### src/shared/boot_power_pkg.sv
// Constants and types for the boot strap and power state block
package boot_power_pkg;

  // Register byte offsets on the APB slave
  localparam logic [7:0] CTRL_OFS       = 8'h00;
  localparam logic [7:0] IDLE_LIMIT_OFS = 8'h04;
  localparam logic [7:0] SLEEP_LIMIT_OFS = 8'h08;
  localparam logic [7:0] STATUS_OFS     = 8'h0C;

  // Control register fields
  localparam int CTRL_SINK_ROLE_BIT  = 0;
  localparam int CTRL_MSTBY_BIT      = 1;
  localparam int CTRL_AUTO_SLEEP_BIT = 2;
  localparam logic [2:0] CTRL_RESET  = 3'h4;

  // Status register field positions
  localparam int STAT_BOOT_POS  = 0;
  localparam int STAT_POWER_POS = 4;
  localparam int STAT_IDX_POS   = 8;
  localparam int STAT_DB_POS    = 12;
  localparam int STAT_CFG_POS   = 16;

  // Reset values and cycle counts
  localparam logic [31:0] IDLE_LIMIT_RESET  = 32'h0001_0000;
  localparam logic [31:0] SLEEP_LIMIT_RESET = 32'h0010_0000;
  localparam logic [31:0] STRAP_SETTLE_CYCLES = 32'h0000_0004;

  // Boot EEPROM slave address and host slave address upper bits
  localparam logic [6:0] EEPROM_ADDR       = 7'h50;
  localparam logic [4:0] HOST_ADDR_UPPER   = 5'h08;

  // Dead-battery behaviour chosen by the straps
  typedef enum logic [1:0] {
    DB_SINK_OFF       = 2'b00,
    DB_SINK_ALWAYS_ON = 2'b01,
    DB_HIGH_VOLTAGE   = 2'b10
  } db_e;

  // Boot sequencer states
  typedef enum logic [2:0] {
    BOOT_SETTLE    = 3'b000,
    BOOT_PROBE     = 3'b001,
    BOOT_WAIT_EE   = 3'b010,
    BOOT_LOADING   = 3'b011,
    BOOT_WAIT_HOST = 3'b100,
    BOOT_DONE      = 3'b101
  } boot_e;

  // Power states; modern standby is an idle variant
  typedef enum logic [1:0] {
    PWR_ACTIVE = 2'b00,
    PWR_IDLE   = 2'b01,
    PWR_MSTBY  = 2'b10,
    PWR_SLEEP  = 2'b11
  } power_e;

  // CC1 termination codes
  localparam logic [1:0] TERM_OPEN = 2'h0;
  localparam logic [1:0] TERM_RD   = 2'h1;
  localparam logic [1:0] TERM_RP3A = 2'h2;

  // Power path and mode outputs
  typedef struct packed {
    logic       source_5v;
    logic       sink_hv;
    logic       sink_ext;
    logic       cable;
    logic [1:0] cc1_term;
    logic       app_mode;
    logic       pd_phy;
  } paths_s;

endpackage

### src/hw/boot_strap_and_power_state.sv
// Strap decoder, configuration-load sequencer and power state manager
//
// Behaviour
// Straps are sampled once at boot and fix address index and dead-battery setting before loading.
// After sampling, a configuration read is attempted from the EEPROM at 7-bit address 0x50.
// With no EEPROM answer the block waits until a host loads configuration on the slave port.
// Each controller has its own EEPROM; it is never shared among controllers.
// Pairs (7,5),(5,5),(2,0),(1,7) give indices 1-4 and sink-always-on, PD off until loaded.
// Pairs (7,3),(3,3),(4,0),(3,7) give indices 1-4 and high-voltage negotiate with PD PHY on.
// The system does not pick high-voltage negotiate when the patch comes from EEPROM.
// Pairs (7,0),(0,0),(6,0),(5,7) give indices 1-4 and sink-off, PD off until loaded.
// The block is in exactly one of Active, Idle or Sleep and moves between them itself.
// In Sleep a new CC connection is still detected and wakes the block.
// Active goes to Idle only after a programmed interval free of all activity events.
// Active/Idle source enables the 5 V path, sink the sink path; cable supply on in all four.
// Modern standby and Sleep disable sink and cable paths, CC open; 5 V only in standby source.
// Host slave address is 01000 followed by index minus one, used once boot completes.
// Unlisted strap pairs act as sink-off with address index 1.
//
// Local design decisions: the APB interface to the registers and the register offsets.
`timescale 1ns/1ps
module boot_strap_and_power_state (
  // Clock and reset
  input  wire logic                   clk,
  input  wire logic                   reset_n,
  // APB slave
  input  wire logic                   psel,
  input  wire logic                   penable,
  input  wire logic                   pwrite,
  input  wire logic [7:0]             paddr,
  input  wire logic [31:0]            pwdata,
  output logic      [31:0]            prdata,
  output logic                        pready,
  output logic                        pslverr,
  // Strap and connection pins
  input  wire logic [2:0]             strap_input_one,
  input  wire logic [2:0]             strap_input_two,
  input  wire logic                   cc_attached,
  // Boot master port engine
  output logic                        eeprom_probe_req,
  output logic      [6:0]             eeprom_addr,
  input  wire logic                   eeprom_probe_done,
  input  wire logic                   eeprom_ack,
  input  wire logic                   eeprom_load_done,
  // Host slave port engine
  input  wire logic                   host_load_done,
  output logic      [6:0]             host_slave_addr,
  output logic                        host_addr_valid,
  // Activity events
  input  wire logic                   pd_msg_event,
  input  wire logic                   cc_change_event,
  input  wire logic                   gpio_event,
  input  wire logic                   i2c_event,
  input  wire logic                   voltage_alert,
  input  wire logic                   fault_alert,
  // Power paths and modes
  output boot_power_pkg::paths_s      paths,
  output boot_power_pkg::power_e      power_state,
  output logic                        config_loaded
);

  // Whole block state
  typedef struct packed {
    logic [6:0]             sync1;
    logic [6:0]             sync2;
    logic                   attach_prev;
    boot_power_pkg::boot_e  boot;
    boot_power_pkg::power_e power;
    logic [1:0]             idx;
    boot_power_pkg::db_e    db;
    logic                   cfg;
    logic                   probe;
    logic [2:0]             ctrl;
    logic [31:0]            idle_limit;
    logic [31:0]            sleep_limit;
    logic [31:0]            cnt;
    boot_power_pkg::paths_s out;
    logic [31:0]            rdata;
  } state_s;

  state_s st_reg;
  state_s st_next;

  // Strap pair to {setting, index}; unlisted pairs fall back to sink-off #1
  function automatic logic [3:0] decode_strap(input logic [5:0] p);
    logic [3:0] r;
    r = {boot_power_pkg::DB_SINK_OFF, 2'h0};
    unique case (p)
      6'o75: r = {boot_power_pkg::DB_SINK_ALWAYS_ON, 2'h0};
      6'o55: r = {boot_power_pkg::DB_SINK_ALWAYS_ON, 2'h1};
      6'o20: r = {boot_power_pkg::DB_SINK_ALWAYS_ON, 2'h2};
      6'o17: r = {boot_power_pkg::DB_SINK_ALWAYS_ON, 2'h3};
      6'o73: r = {boot_power_pkg::DB_HIGH_VOLTAGE, 2'h0};
      6'o33: r = {boot_power_pkg::DB_HIGH_VOLTAGE, 2'h1};
      6'o40: r = {boot_power_pkg::DB_HIGH_VOLTAGE, 2'h2};
      6'o37: r = {boot_power_pkg::DB_HIGH_VOLTAGE, 2'h3};
      6'o70: r = {boot_power_pkg::DB_SINK_OFF, 2'h0};
      6'o00: r = {boot_power_pkg::DB_SINK_OFF, 2'h1};
      6'o60: r = {boot_power_pkg::DB_SINK_OFF, 2'h2};
      6'o57: r = {boot_power_pkg::DB_SINK_OFF, 2'h3};
      default: r = {boot_power_pkg::DB_SINK_OFF, 2'h0};
    endcase
    return r;
  endfunction

  logic       activity;
  logic       attach_now;
  logic       wake;
  logic       setup;
  logic       mapped;
  logic [3:0] dec;

  // Activity, wake and bus decode
  assign activity   = pd_msg_event | cc_change_event | gpio_event | i2c_event
                    | voltage_alert | fault_alert;
  assign attach_now = st_reg.sync2[6];
  assign wake       = attach_now & ~st_reg.attach_prev;
  assign setup      = psel & ~penable;
  assign mapped     = (paddr == boot_power_pkg::CTRL_OFS) ||
                      (paddr == boot_power_pkg::IDLE_LIMIT_OFS) ||
                      (paddr == boot_power_pkg::SLEEP_LIMIT_OFS) ||
                      (paddr == boot_power_pkg::STATUS_OFS);
  assign dec        = decode_strap(st_reg.sync2[5:0]);

  // Next state of the whole block
  always_comb begin
    st_next             = st_reg;
    st_next.sync1       = {cc_attached, strap_input_one, strap_input_two};
    st_next.sync2       = st_reg.sync1;
    st_next.attach_prev = attach_now;
    st_next.probe       = 1'b0;

    // Boot sequencer
    unique case (st_reg.boot)
      boot_power_pkg::BOOT_SETTLE: begin
        st_next.cnt = st_reg.cnt + 32'h0000_0001;
        if (st_reg.cnt >= boot_power_pkg::STRAP_SETTLE_CYCLES) begin
          st_next.idx   = dec[1:0];
          st_next.db    = boot_power_pkg::db_e'(dec[3:2]);
          st_next.probe = 1'b1;
          st_next.cnt   = 32'h0000_0000;
          st_next.boot  = boot_power_pkg::BOOT_PROBE;
        end
      end
      boot_power_pkg::BOOT_PROBE: begin
        st_next.boot = boot_power_pkg::BOOT_WAIT_EE;
      end
      boot_power_pkg::BOOT_WAIT_EE: begin
        if (eeprom_probe_done) begin
          st_next.boot = eeprom_ack ? boot_power_pkg::BOOT_LOADING
                                    : boot_power_pkg::BOOT_WAIT_HOST;
        end
      end
      boot_power_pkg::BOOT_LOADING: begin
        if (eeprom_load_done) begin
          st_next.cfg  = 1'b1;
          st_next.boot = boot_power_pkg::BOOT_DONE;
        end
      end
      boot_power_pkg::BOOT_WAIT_HOST: begin
        if (host_load_done) begin
          st_next.cfg  = 1'b1;
          st_next.boot = boot_power_pkg::BOOT_DONE;
        end
      end
      boot_power_pkg::BOOT_DONE: begin
        st_next.boot = boot_power_pkg::BOOT_DONE;
      end
      default: st_next.boot = boot_power_pkg::BOOT_SETTLE;
    endcase

    // Power state manager, running once boot completes
    if (st_reg.boot == boot_power_pkg::BOOT_DONE) begin
      unique case (st_reg.power)
        boot_power_pkg::PWR_ACTIVE: begin
          if (activity) begin
            st_next.cnt = 32'h0000_0000;
          end else if (st_reg.cnt >= st_reg.idle_limit) begin
            st_next.cnt   = 32'h0000_0000;
            st_next.power = st_reg.ctrl[boot_power_pkg::CTRL_MSTBY_BIT]
                          ? boot_power_pkg::PWR_MSTBY : boot_power_pkg::PWR_IDLE;
          end else begin
            st_next.cnt = st_reg.cnt + 32'h0000_0001;
          end
        end
        boot_power_pkg::PWR_IDLE, boot_power_pkg::PWR_MSTBY: begin
          if (activity || wake) begin
            st_next.cnt   = 32'h0000_0000;
            st_next.power = boot_power_pkg::PWR_ACTIVE;
          end else if (st_reg.ctrl[boot_power_pkg::CTRL_AUTO_SLEEP_BIT] && !attach_now &&
                       st_reg.cnt >= st_reg.sleep_limit) begin
            st_next.cnt   = 32'h0000_0000;
            st_next.power = boot_power_pkg::PWR_SLEEP;
          end else begin
            st_next.cnt = st_reg.cnt + 32'h0000_0001;
          end
        end
        boot_power_pkg::PWR_SLEEP: begin
          if (wake || activity) begin
            st_next.cnt   = 32'h0000_0000;
            st_next.power = boot_power_pkg::PWR_ACTIVE;
          end
        end
      endcase
    end

    // Path and mode outputs
    st_next.out = '0;
    if (!st_next.cfg) begin
      // Dead-battery behaviour before configuration is loaded
      st_next.out.sink_hv  = (st_next.db != boot_power_pkg::DB_SINK_OFF);
      st_next.out.sink_ext = (st_next.db != boot_power_pkg::DB_SINK_OFF);
      st_next.out.cc1_term = boot_power_pkg::TERM_RD;
      st_next.out.app_mode = (st_next.db == boot_power_pkg::DB_HIGH_VOLTAGE);
      st_next.out.pd_phy   = (st_next.db == boot_power_pkg::DB_HIGH_VOLTAGE);
    end else begin
      st_next.out.app_mode = 1'b1;
      st_next.out.pd_phy   = 1'b1;
      unique case (st_next.power)
        boot_power_pkg::PWR_ACTIVE, boot_power_pkg::PWR_IDLE: begin
          st_next.out.cable = 1'b1;
          if (st_reg.ctrl[boot_power_pkg::CTRL_SINK_ROLE_BIT]) begin
            st_next.out.sink_hv  = 1'b1;
            st_next.out.sink_ext = 1'b1;
            st_next.out.cc1_term = boot_power_pkg::TERM_RP3A;
          end else begin
            st_next.out.source_5v = 1'b1;
            st_next.out.cc1_term  = boot_power_pkg::TERM_RD;
          end
        end
        boot_power_pkg::PWR_MSTBY: begin
          st_next.out.source_5v = ~st_reg.ctrl[boot_power_pkg::CTRL_SINK_ROLE_BIT];
        end
        boot_power_pkg::PWR_SLEEP: begin
          st_next.out.source_5v = 1'b0;
        end
      endcase
    end

    // APB register writes in the access phase
    if (psel && penable && pwrite) begin
      unique case (paddr)
        boot_power_pkg::CTRL_OFS:        st_next.ctrl        = pwdata[2:0];
        boot_power_pkg::IDLE_LIMIT_OFS:  st_next.idle_limit  = pwdata;
        boot_power_pkg::SLEEP_LIMIT_OFS: st_next.sleep_limit = pwdata;
        default: st_next.ctrl = st_reg.ctrl;
      endcase
    end

    // APB read data captured in the setup phase
    st_next.rdata = 32'h0000_0000;
    if (setup && !pwrite) begin
      unique case (paddr)
        boot_power_pkg::CTRL_OFS:        st_next.rdata = {29'h0, st_reg.ctrl};
        boot_power_pkg::IDLE_LIMIT_OFS:  st_next.rdata = st_reg.idle_limit;
        boot_power_pkg::SLEEP_LIMIT_OFS: st_next.rdata = st_reg.sleep_limit;
        boot_power_pkg::STATUS_OFS: begin
          st_next.rdata[boot_power_pkg::STAT_BOOT_POS +: 3]  = st_reg.boot;
          st_next.rdata[boot_power_pkg::STAT_POWER_POS +: 2] = st_reg.power;
          st_next.rdata[boot_power_pkg::STAT_IDX_POS +: 2]   = st_reg.idx;
          st_next.rdata[boot_power_pkg::STAT_DB_POS +: 2]    = st_reg.db;
          st_next.rdata[boot_power_pkg::STAT_CFG_POS]        = st_reg.cfg;
        end
        default: st_next.rdata = 32'h0000_0000;
      endcase
    end
  end

  // State register
  always_ff @(posedge clk or negedge reset_n) begin
    if (!reset_n) begin
      st_reg             <= '0;
      st_reg.boot        <= boot_power_pkg::BOOT_SETTLE;
      st_reg.power       <= boot_power_pkg::PWR_ACTIVE;
      st_reg.ctrl        <= boot_power_pkg::CTRL_RESET;
      st_reg.idle_limit  <= boot_power_pkg::IDLE_LIMIT_RESET;
      st_reg.sleep_limit <= boot_power_pkg::SLEEP_LIMIT_RESET;
    end else begin
      st_reg <= st_next;
    end
  end

  // Outputs
  assign prdata           = st_reg.rdata;
  assign pready           = 1'b1;
  assign pslverr          = psel & penable & ~mapped;
  assign eeprom_probe_req = st_reg.probe;
  assign eeprom_addr      = boot_power_pkg::EEPROM_ADDR;
  assign host_slave_addr  = {boot_power_pkg::HOST_ADDR_UPPER, st_reg.idx};
  assign host_addr_valid  = (st_reg.boot == boot_power_pkg::BOOT_DONE);
  assign paths            = st_reg.out;
  assign power_state      = st_reg.power;
  assign config_loaded    = st_reg.cfg;
endmodule

### config.mk
export PLATFORM = sky130hd
export DESIGN_NAME = boot_strap_and_power_state
export DESIGN_NICKNAME = d
export VERILOG_FILES = /design/src/shared/boot_power_pkg.sv /design/src/hw/boot_strap_and_power_state.sv
export SDC_FILE = /design/constraint.sdc
export NUM_CORES = 1
export LEC_CHECK = 0
export BUFFER_PORTS_ARGS = -buffer_cell sky130_fd_sc_hd__buf_4
export CAP_MARGIN = 20
export CELL_PAD_IN_SITES_DETAIL_PLACEMENT = 2
export CELL_PAD_IN_SITES_GLOBAL_PLACEMENT = 2
export CORE_UTILIZATION = 40
export DETAILED_ROUTE_END_ITERATION = 12
export GPL_TIMING_DRIVEN = 0
export PLACE_DENSITY = 0.87
export SETUP_SLACK_MARGIN = 0.1
export SLEW_MARGIN = 20
export SYNTH_ARGS = -nofsm -noshare
export SYNTH_HDL_FRONTEND = slang
export SYNTH_SLANG_ARGS = --single-unit
export TNS_END_PERCENT = 5
### constraint.sdc
create_clock -name clk -period 5.7 [get_ports clk]
set_input_delay 0 -clock clk [delete_from_list [all_inputs] [get_ports clk]]
set_output_delay 0 -clock clk [all_outputs]
set_load 0.01 [all_outputs]
==> impl_metrics.prom <==
# TYPE chip_impl_metric gauge
chip_impl_metric{name="cts_resized",unit=""} 0
chip_impl_info{name="critical_path.reg2reg.endpoint",value="st_reg[61]"} 1
chip_impl_metric{name="drv.max_cap_violation_count",unit=""} 0
chip_impl_info{name="ys_dominant_reg_cell",value="sky130_fd_sc_hd__dfrtp_1"} 1
chip_impl_metric{name="hold_slack",unit="ns"} -0.0128
chip_impl_info{name="synth_top_cells_by_count",value="sky130_fd_sc_hd__dfrtp_1 (160), sky130_fd_sc_hd__inv_1 (94), sky130_fd_sc_hd__nand2_1 (76)"} 1
chip_impl_info{name="cts.root.buffer_cell",value="sky130_fd_sc_hd__clkbuf_16"} 1
chip_impl_metric{name="mux_cell_area_share_after_synthesis",unit="%"} 6.43
chip_impl_metric{name="via_total_after_detailed_routing",unit=""} 9167
chip_impl_metric{name="synth_async_sr_flop_share",unit="%"} 100
chip_impl_metric{name="area_growth_syn_to_layout",unit="%"} 25.3
chip_impl_info{name="topRoutingLayerUsed",value="met5"} 1
chip_impl_info{name="worstPathCellList",value="inv_1, ha_1, nand4_1, a211oi_1, a211oi_1, o311ai_1, nor2_1, nor4_1, o21ai_0"} 1
chip_impl_metric{name="synth_top_cell_area_share",unit="%"} 43.4
chip_impl_metric{name="seq_area",unit="um^2"} 4080
chip_impl_info{name="path_class",value="register to register"} 1
chip_impl_metric{name="compound_gate_fraction_of_synth_area",unit="%"} 14.4
chip_impl_info{name="largest_delay_share_family_worst_path",value="compound AO/OA/AOI/OAI gates"} 1
chip_impl_metric{name="count_of_nets_after_finishing",unit=""} 1270
chip_impl_metric{name="cp_num_buf_inv",unit=""} 1
chip_impl_info{name="clock_tree_from_tritoncts",value="yes"} 1
chip_impl_metric{name="placedInstanceArea",unit="um^2"} 10500
chip_impl_metric{name="global_route.overflow_total",unit=""} 0
chip_impl_info{name="violations",value="hold timing"} 1
chip_impl_metric{name="drt-total-wl",unit="um"} 46700
chip_impl_info{name="worst_r2r_startpoint",value="st_reg[103]"} 1
chip_impl_metric{name="rows",unit=""} 55
chip_impl_metric{name="synth_edf_count",unit=""} 0
chip_impl_metric{name="worst_clock_skew",unit="ns"} 0.0130
chip_impl_metric{name="synthesis.area",unit="um^2"} 9230
chip_impl_metric{name="cts_clk_pin_slew_worst_paths",unit="ns"} 0.07
chip_impl_metric{name="crit_path_max_fanout",unit=""} 3
chip_impl_metric{name="timing.critical_path.slowest_cell_delay",unit="ns"} 0.68
chip_impl_metric{name="finalMaxSlewViolations",unit=""} 0
chip_impl_metric{name="m1WireLength",unit="um"} 17300
chip_impl_metric{name="synth_seq_area_share",unit="%"} 44.2
chip_impl_info{name="setup.worst_path.end_class",value="register"} 1
chip_impl_metric{name="post_synth.cell_area_avg",unit="um^2"} 9.66
chip_impl_metric{name="synth-seq-cells",unit=""} 163
chip_impl_info{name="endpoint",value="st_reg[61]"} 1
chip_impl_metric{name="clock_tree.htree_level_count",unit=""} 4
chip_impl_metric{name="cell_count_along_the_critical_path",unit=""} 9
chip_impl_metric{name="place.detailed.hpwl",unit="um"} 23700
chip_impl_metric{name="die_area",unit="um^2"} 23700
chip_impl_metric{name="ff2ff_setup_slack",unit="ns"} 1.89
chip_impl_info{name="timing.critical_path.from",value="st_reg[103]"} 1
chip_impl_metric{name="firstDrtPassIters",unit=""} 7
chip_impl_metric{name="grt_pass1_wl",unit="um"} 69700
chip_impl_metric{name="cts-buffers-inserted",unit=""} 17
chip_impl_metric{name="fmax",unit="GHz"} 0.262
chip_impl_metric{name="ioPinCount",unit=""} 123
chip_impl_info{name="synth_top_family_by_area",value="simple AND/OR/NAND/NOR gates"} 1
chip_impl_metric{name="timing.final.crit_period",unit="ns"} 3.81
chip_impl_info{name="grt_setup_unrepaired",value="no"} 1
chip_impl_metric{name="grtUsageTotal",unit="%"} 40.5
chip_impl_metric{name="reg2reg_depth",unit=""} 9
chip_impl_metric{name="avgRoutedWirePerCell",unit="um"} 32.4
chip_impl_metric{name="ratio_of_cells_with_drive_above_1_in_the_final_layout",unit="%"} 22.8
chip_impl_metric{name="arrival_time_at_the_worst_endpoint",unit="ns"} 4.12
chip_impl_metric{name="yosys_warnings",unit=""} 0
chip_impl_metric{name="cts_buffer_depth",unit=""} 2
chip_impl_metric{name="grt_start_max_net_pins",unit=""} 95
chip_impl_metric{name="hold_viol",unit=""} 3
chip_impl_metric{name="detail_route.vias_per_cell",unit=""} 6.37
chip_impl_metric{name="yosys.area_share.xor_xnor",unit="%"} 0
chip_impl_metric{name="antenna_violations_before_repair",unit=""} 3
chip_impl_info{name="critical-path-top-cell-by-count",value="sky130_fd_sc_hd__a211oi_1"} 1
chip_impl_metric{name="power-per-cell-area",unit="nW/um^2"} 285
chip_impl_metric{name="multi_input_area",unit="um^2"} 4250
chip_impl_metric{name="cp_data_required_time",unit="ns"} 6.00
chip_impl_info{name="run_status",value="finished, violations left"} 1
chip_impl_metric{name="final_design_area_no_fill",unit="um^2"} 11600
chip_impl_metric{name="ant_nets",unit=""} 0
chip_impl_metric{name="die_w",unit="um"} 154
chip_impl_metric{name="placeableCoreArea",unit="um^2"} 22600
chip_impl_metric{name="worst_pin_slew",unit="ns"} 1.07
chip_impl_metric{name="tns",unit="ns"} 0
chip_impl_metric{name="cts-hold-fix-buffers",unit=""} 45
chip_impl_metric{name="finalCritPeriodShare",unit="%"} 66.9
chip_impl_metric{name="detailroute.wirelength.met2",unit="um"} 23100
chip_impl_info{name="cp_slowest_cell",value="sky130_fd_sc_hd__nor4_1"} 1
chip_impl_metric{name="die_h",unit="um"} 154
chip_impl_metric{name="fillerInstances",unit=""} 2336
chip_impl_info{name="synth_top_cell_by_area",value="sky130_fd_sc_hd__dfrtp_1"} 1
chip_impl_metric{name="tritoncts_num_sinks",unit=""} 163
chip_impl_metric{name="route.detailed.drc",unit=""} 0
chip_impl_info{name="ys_top_cells_by_area",value="sky130_fd_sc_hd__dfrtp_1 (43%), sky130_fd_sc_hd__ha_1 (9.2%), sky130_fd_sc_hd__buf_4 (4.8%), sky130_fd_sc_hd__mux2_2 (4.4%), sky130_fd_sc_hd__inv_1 (3.8%)"} 1
chip_impl_metric{name="maximum_vdd_drop",unit="mV"} 0.200
chip_impl_metric{name="report.final.setup_viol",unit=""} 0
chip_impl_metric{name="worst_slew_margin_rel",unit="%"} 28.4
chip_impl_metric{name="largest_register_ffs",unit=""} 111
chip_impl_metric{name="cts_setup_buffers",unit=""} 0
chip_impl_metric{name="synthSimpleGateAreaFrac",unit="%"} 15.3
chip_impl_info{name="worstHoldPathType",value="input port to register"} 1
chip_impl_metric{name="initial_utilization",unit="%"} 40.8
chip_impl_metric{name="worst_hold_path.num_cells",unit=""} 4
chip_impl_info{name="cp-start-kind",value="register"} 1
chip_impl_metric{name="port-buffer-count",unit=""} 109
chip_impl_info{name="yosysMostFrequentCell",value="sky130_fd_sc_hd__dfrtp_1"} 1
chip_impl_metric{name="detailedRoute.firstIterationViolations",unit=""} 876
chip_impl_metric{name="synthCells",unit=""} 955
chip_impl_metric{name="clk-insertion-delay-late",unit="ns"} 0.46
chip_impl_metric{name="gpl.final_weighted_congestion",unit=""} 0.837
chip_impl_metric{name="synth_fa_ha_area_share",unit="%"} 9.22
chip_impl_metric{name="synthDistinctLibCells",unit=""} 73
chip_impl_metric{name="leakagePower",unit="nW"} 5.59
chip_impl_metric{name="met3_length",unit="um"} 3110
chip_impl_info{name="hold_path_startpoint",value="paddr[3]"} 1
chip_impl_metric{name="grt_pass1_vias",unit=""} 10422
==> placed cells by master (no fill, tap or decap), drive strengths merged, types with 32 or more instances in the layout <==
cell type,synthesis,routed
nor2,63,63
mux2,36,36
a22oi,32,32
buf,67,177
nand3,43,43
a21oi,45,45
inv,94,100
nand2,76,76
clkbuf,26,45
dfrtp,160,160
dlygate4sd3,0,45
o21ai,72,72
ha,68,68
==> worst min-delay path by stage <==
stage	to	slack (ns)
after floorplan	attach_now	-0.30
after detailed placement	prdata[16]	0.009
after CTS	st_reg[115]	0.004
after global placement	st_next[152]	0.11
after global routing	st_reg[115]	0.02
final	st_reg[115]	-0.01
==> area by class of cell <==
type	count	area share, %
well taps	285	3.08
flip-flops and latches	163	35.3
multi-input cells	616	36.7
plain buffers	93	5.22
repair buffers	155	11.3
clock inverters	13	1.48
clock buffers	19	3.83
diodes	1	0.0216
inverters	94	3.05
==> worst reg2reg max path, stage by stage, from the launching register on <==
cell,delay (ns)
sky130_fd_sc_hd__dfrtp_1,0.48
sky130_fd_sc_hd__inv_1,0.14
sky130_fd_sc_hd__ha_1,0.40
sky130_fd_sc_hd__nand4_1,0.31
sky130_fd_sc_hd__a211oi_1,0.54
sky130_fd_sc_hd__a211oi_1,0.24
sky130_fd_sc_hd__o311ai_1,0.52
sky130_fd_sc_hd__nor2_1,0.14
sky130_fd_sc_hd__nor4_1,0.68
sky130_fd_sc_hd__o21ai_0,0.21
==> per-stage QoR <==
stage,utilization (%),total power [W],instances,setup WS [ns]
finish,51.1,0.00329,1439,1.89
global route,51.1,0.00336,1438,1.86
CTS,51.1,0.00321,1438,2.36
detailed placement,46.3,0.00188,1361,2.62
global placement,46.1,0.00183,1360,2.71
floorplan,-,0.00161,966,3.15
==> cells by family after synthesis <==
logic type / Yosys count
compound gates: 208
fa+ha+maj: 68
buf+inv: 187
flops: 163
mux: 51
other cells: 2
simple gates: 276
==> power by group <==
part | total, W | switching, W | internal (W)
registers | 0.00129 | 0.0000761 | 0.00121
logic | 0.000708 | 0.000456 | 0.000251
clock network | 0.00130 | 0.000587 | 0.000712
total | 0.00329 | 0.00112 | 0.00217
==> metal layers <==
metal | global-route usage [%] | vias to the layer above
li1 | - | 3664
met1 | 45.3 | 4696
met2 | 68.8 | 556
met3 | 9.58 | 245
met4 | 27.6 | 6
met5 | 0 | -
Note: power is estimated with default switching activity, not from simulation.
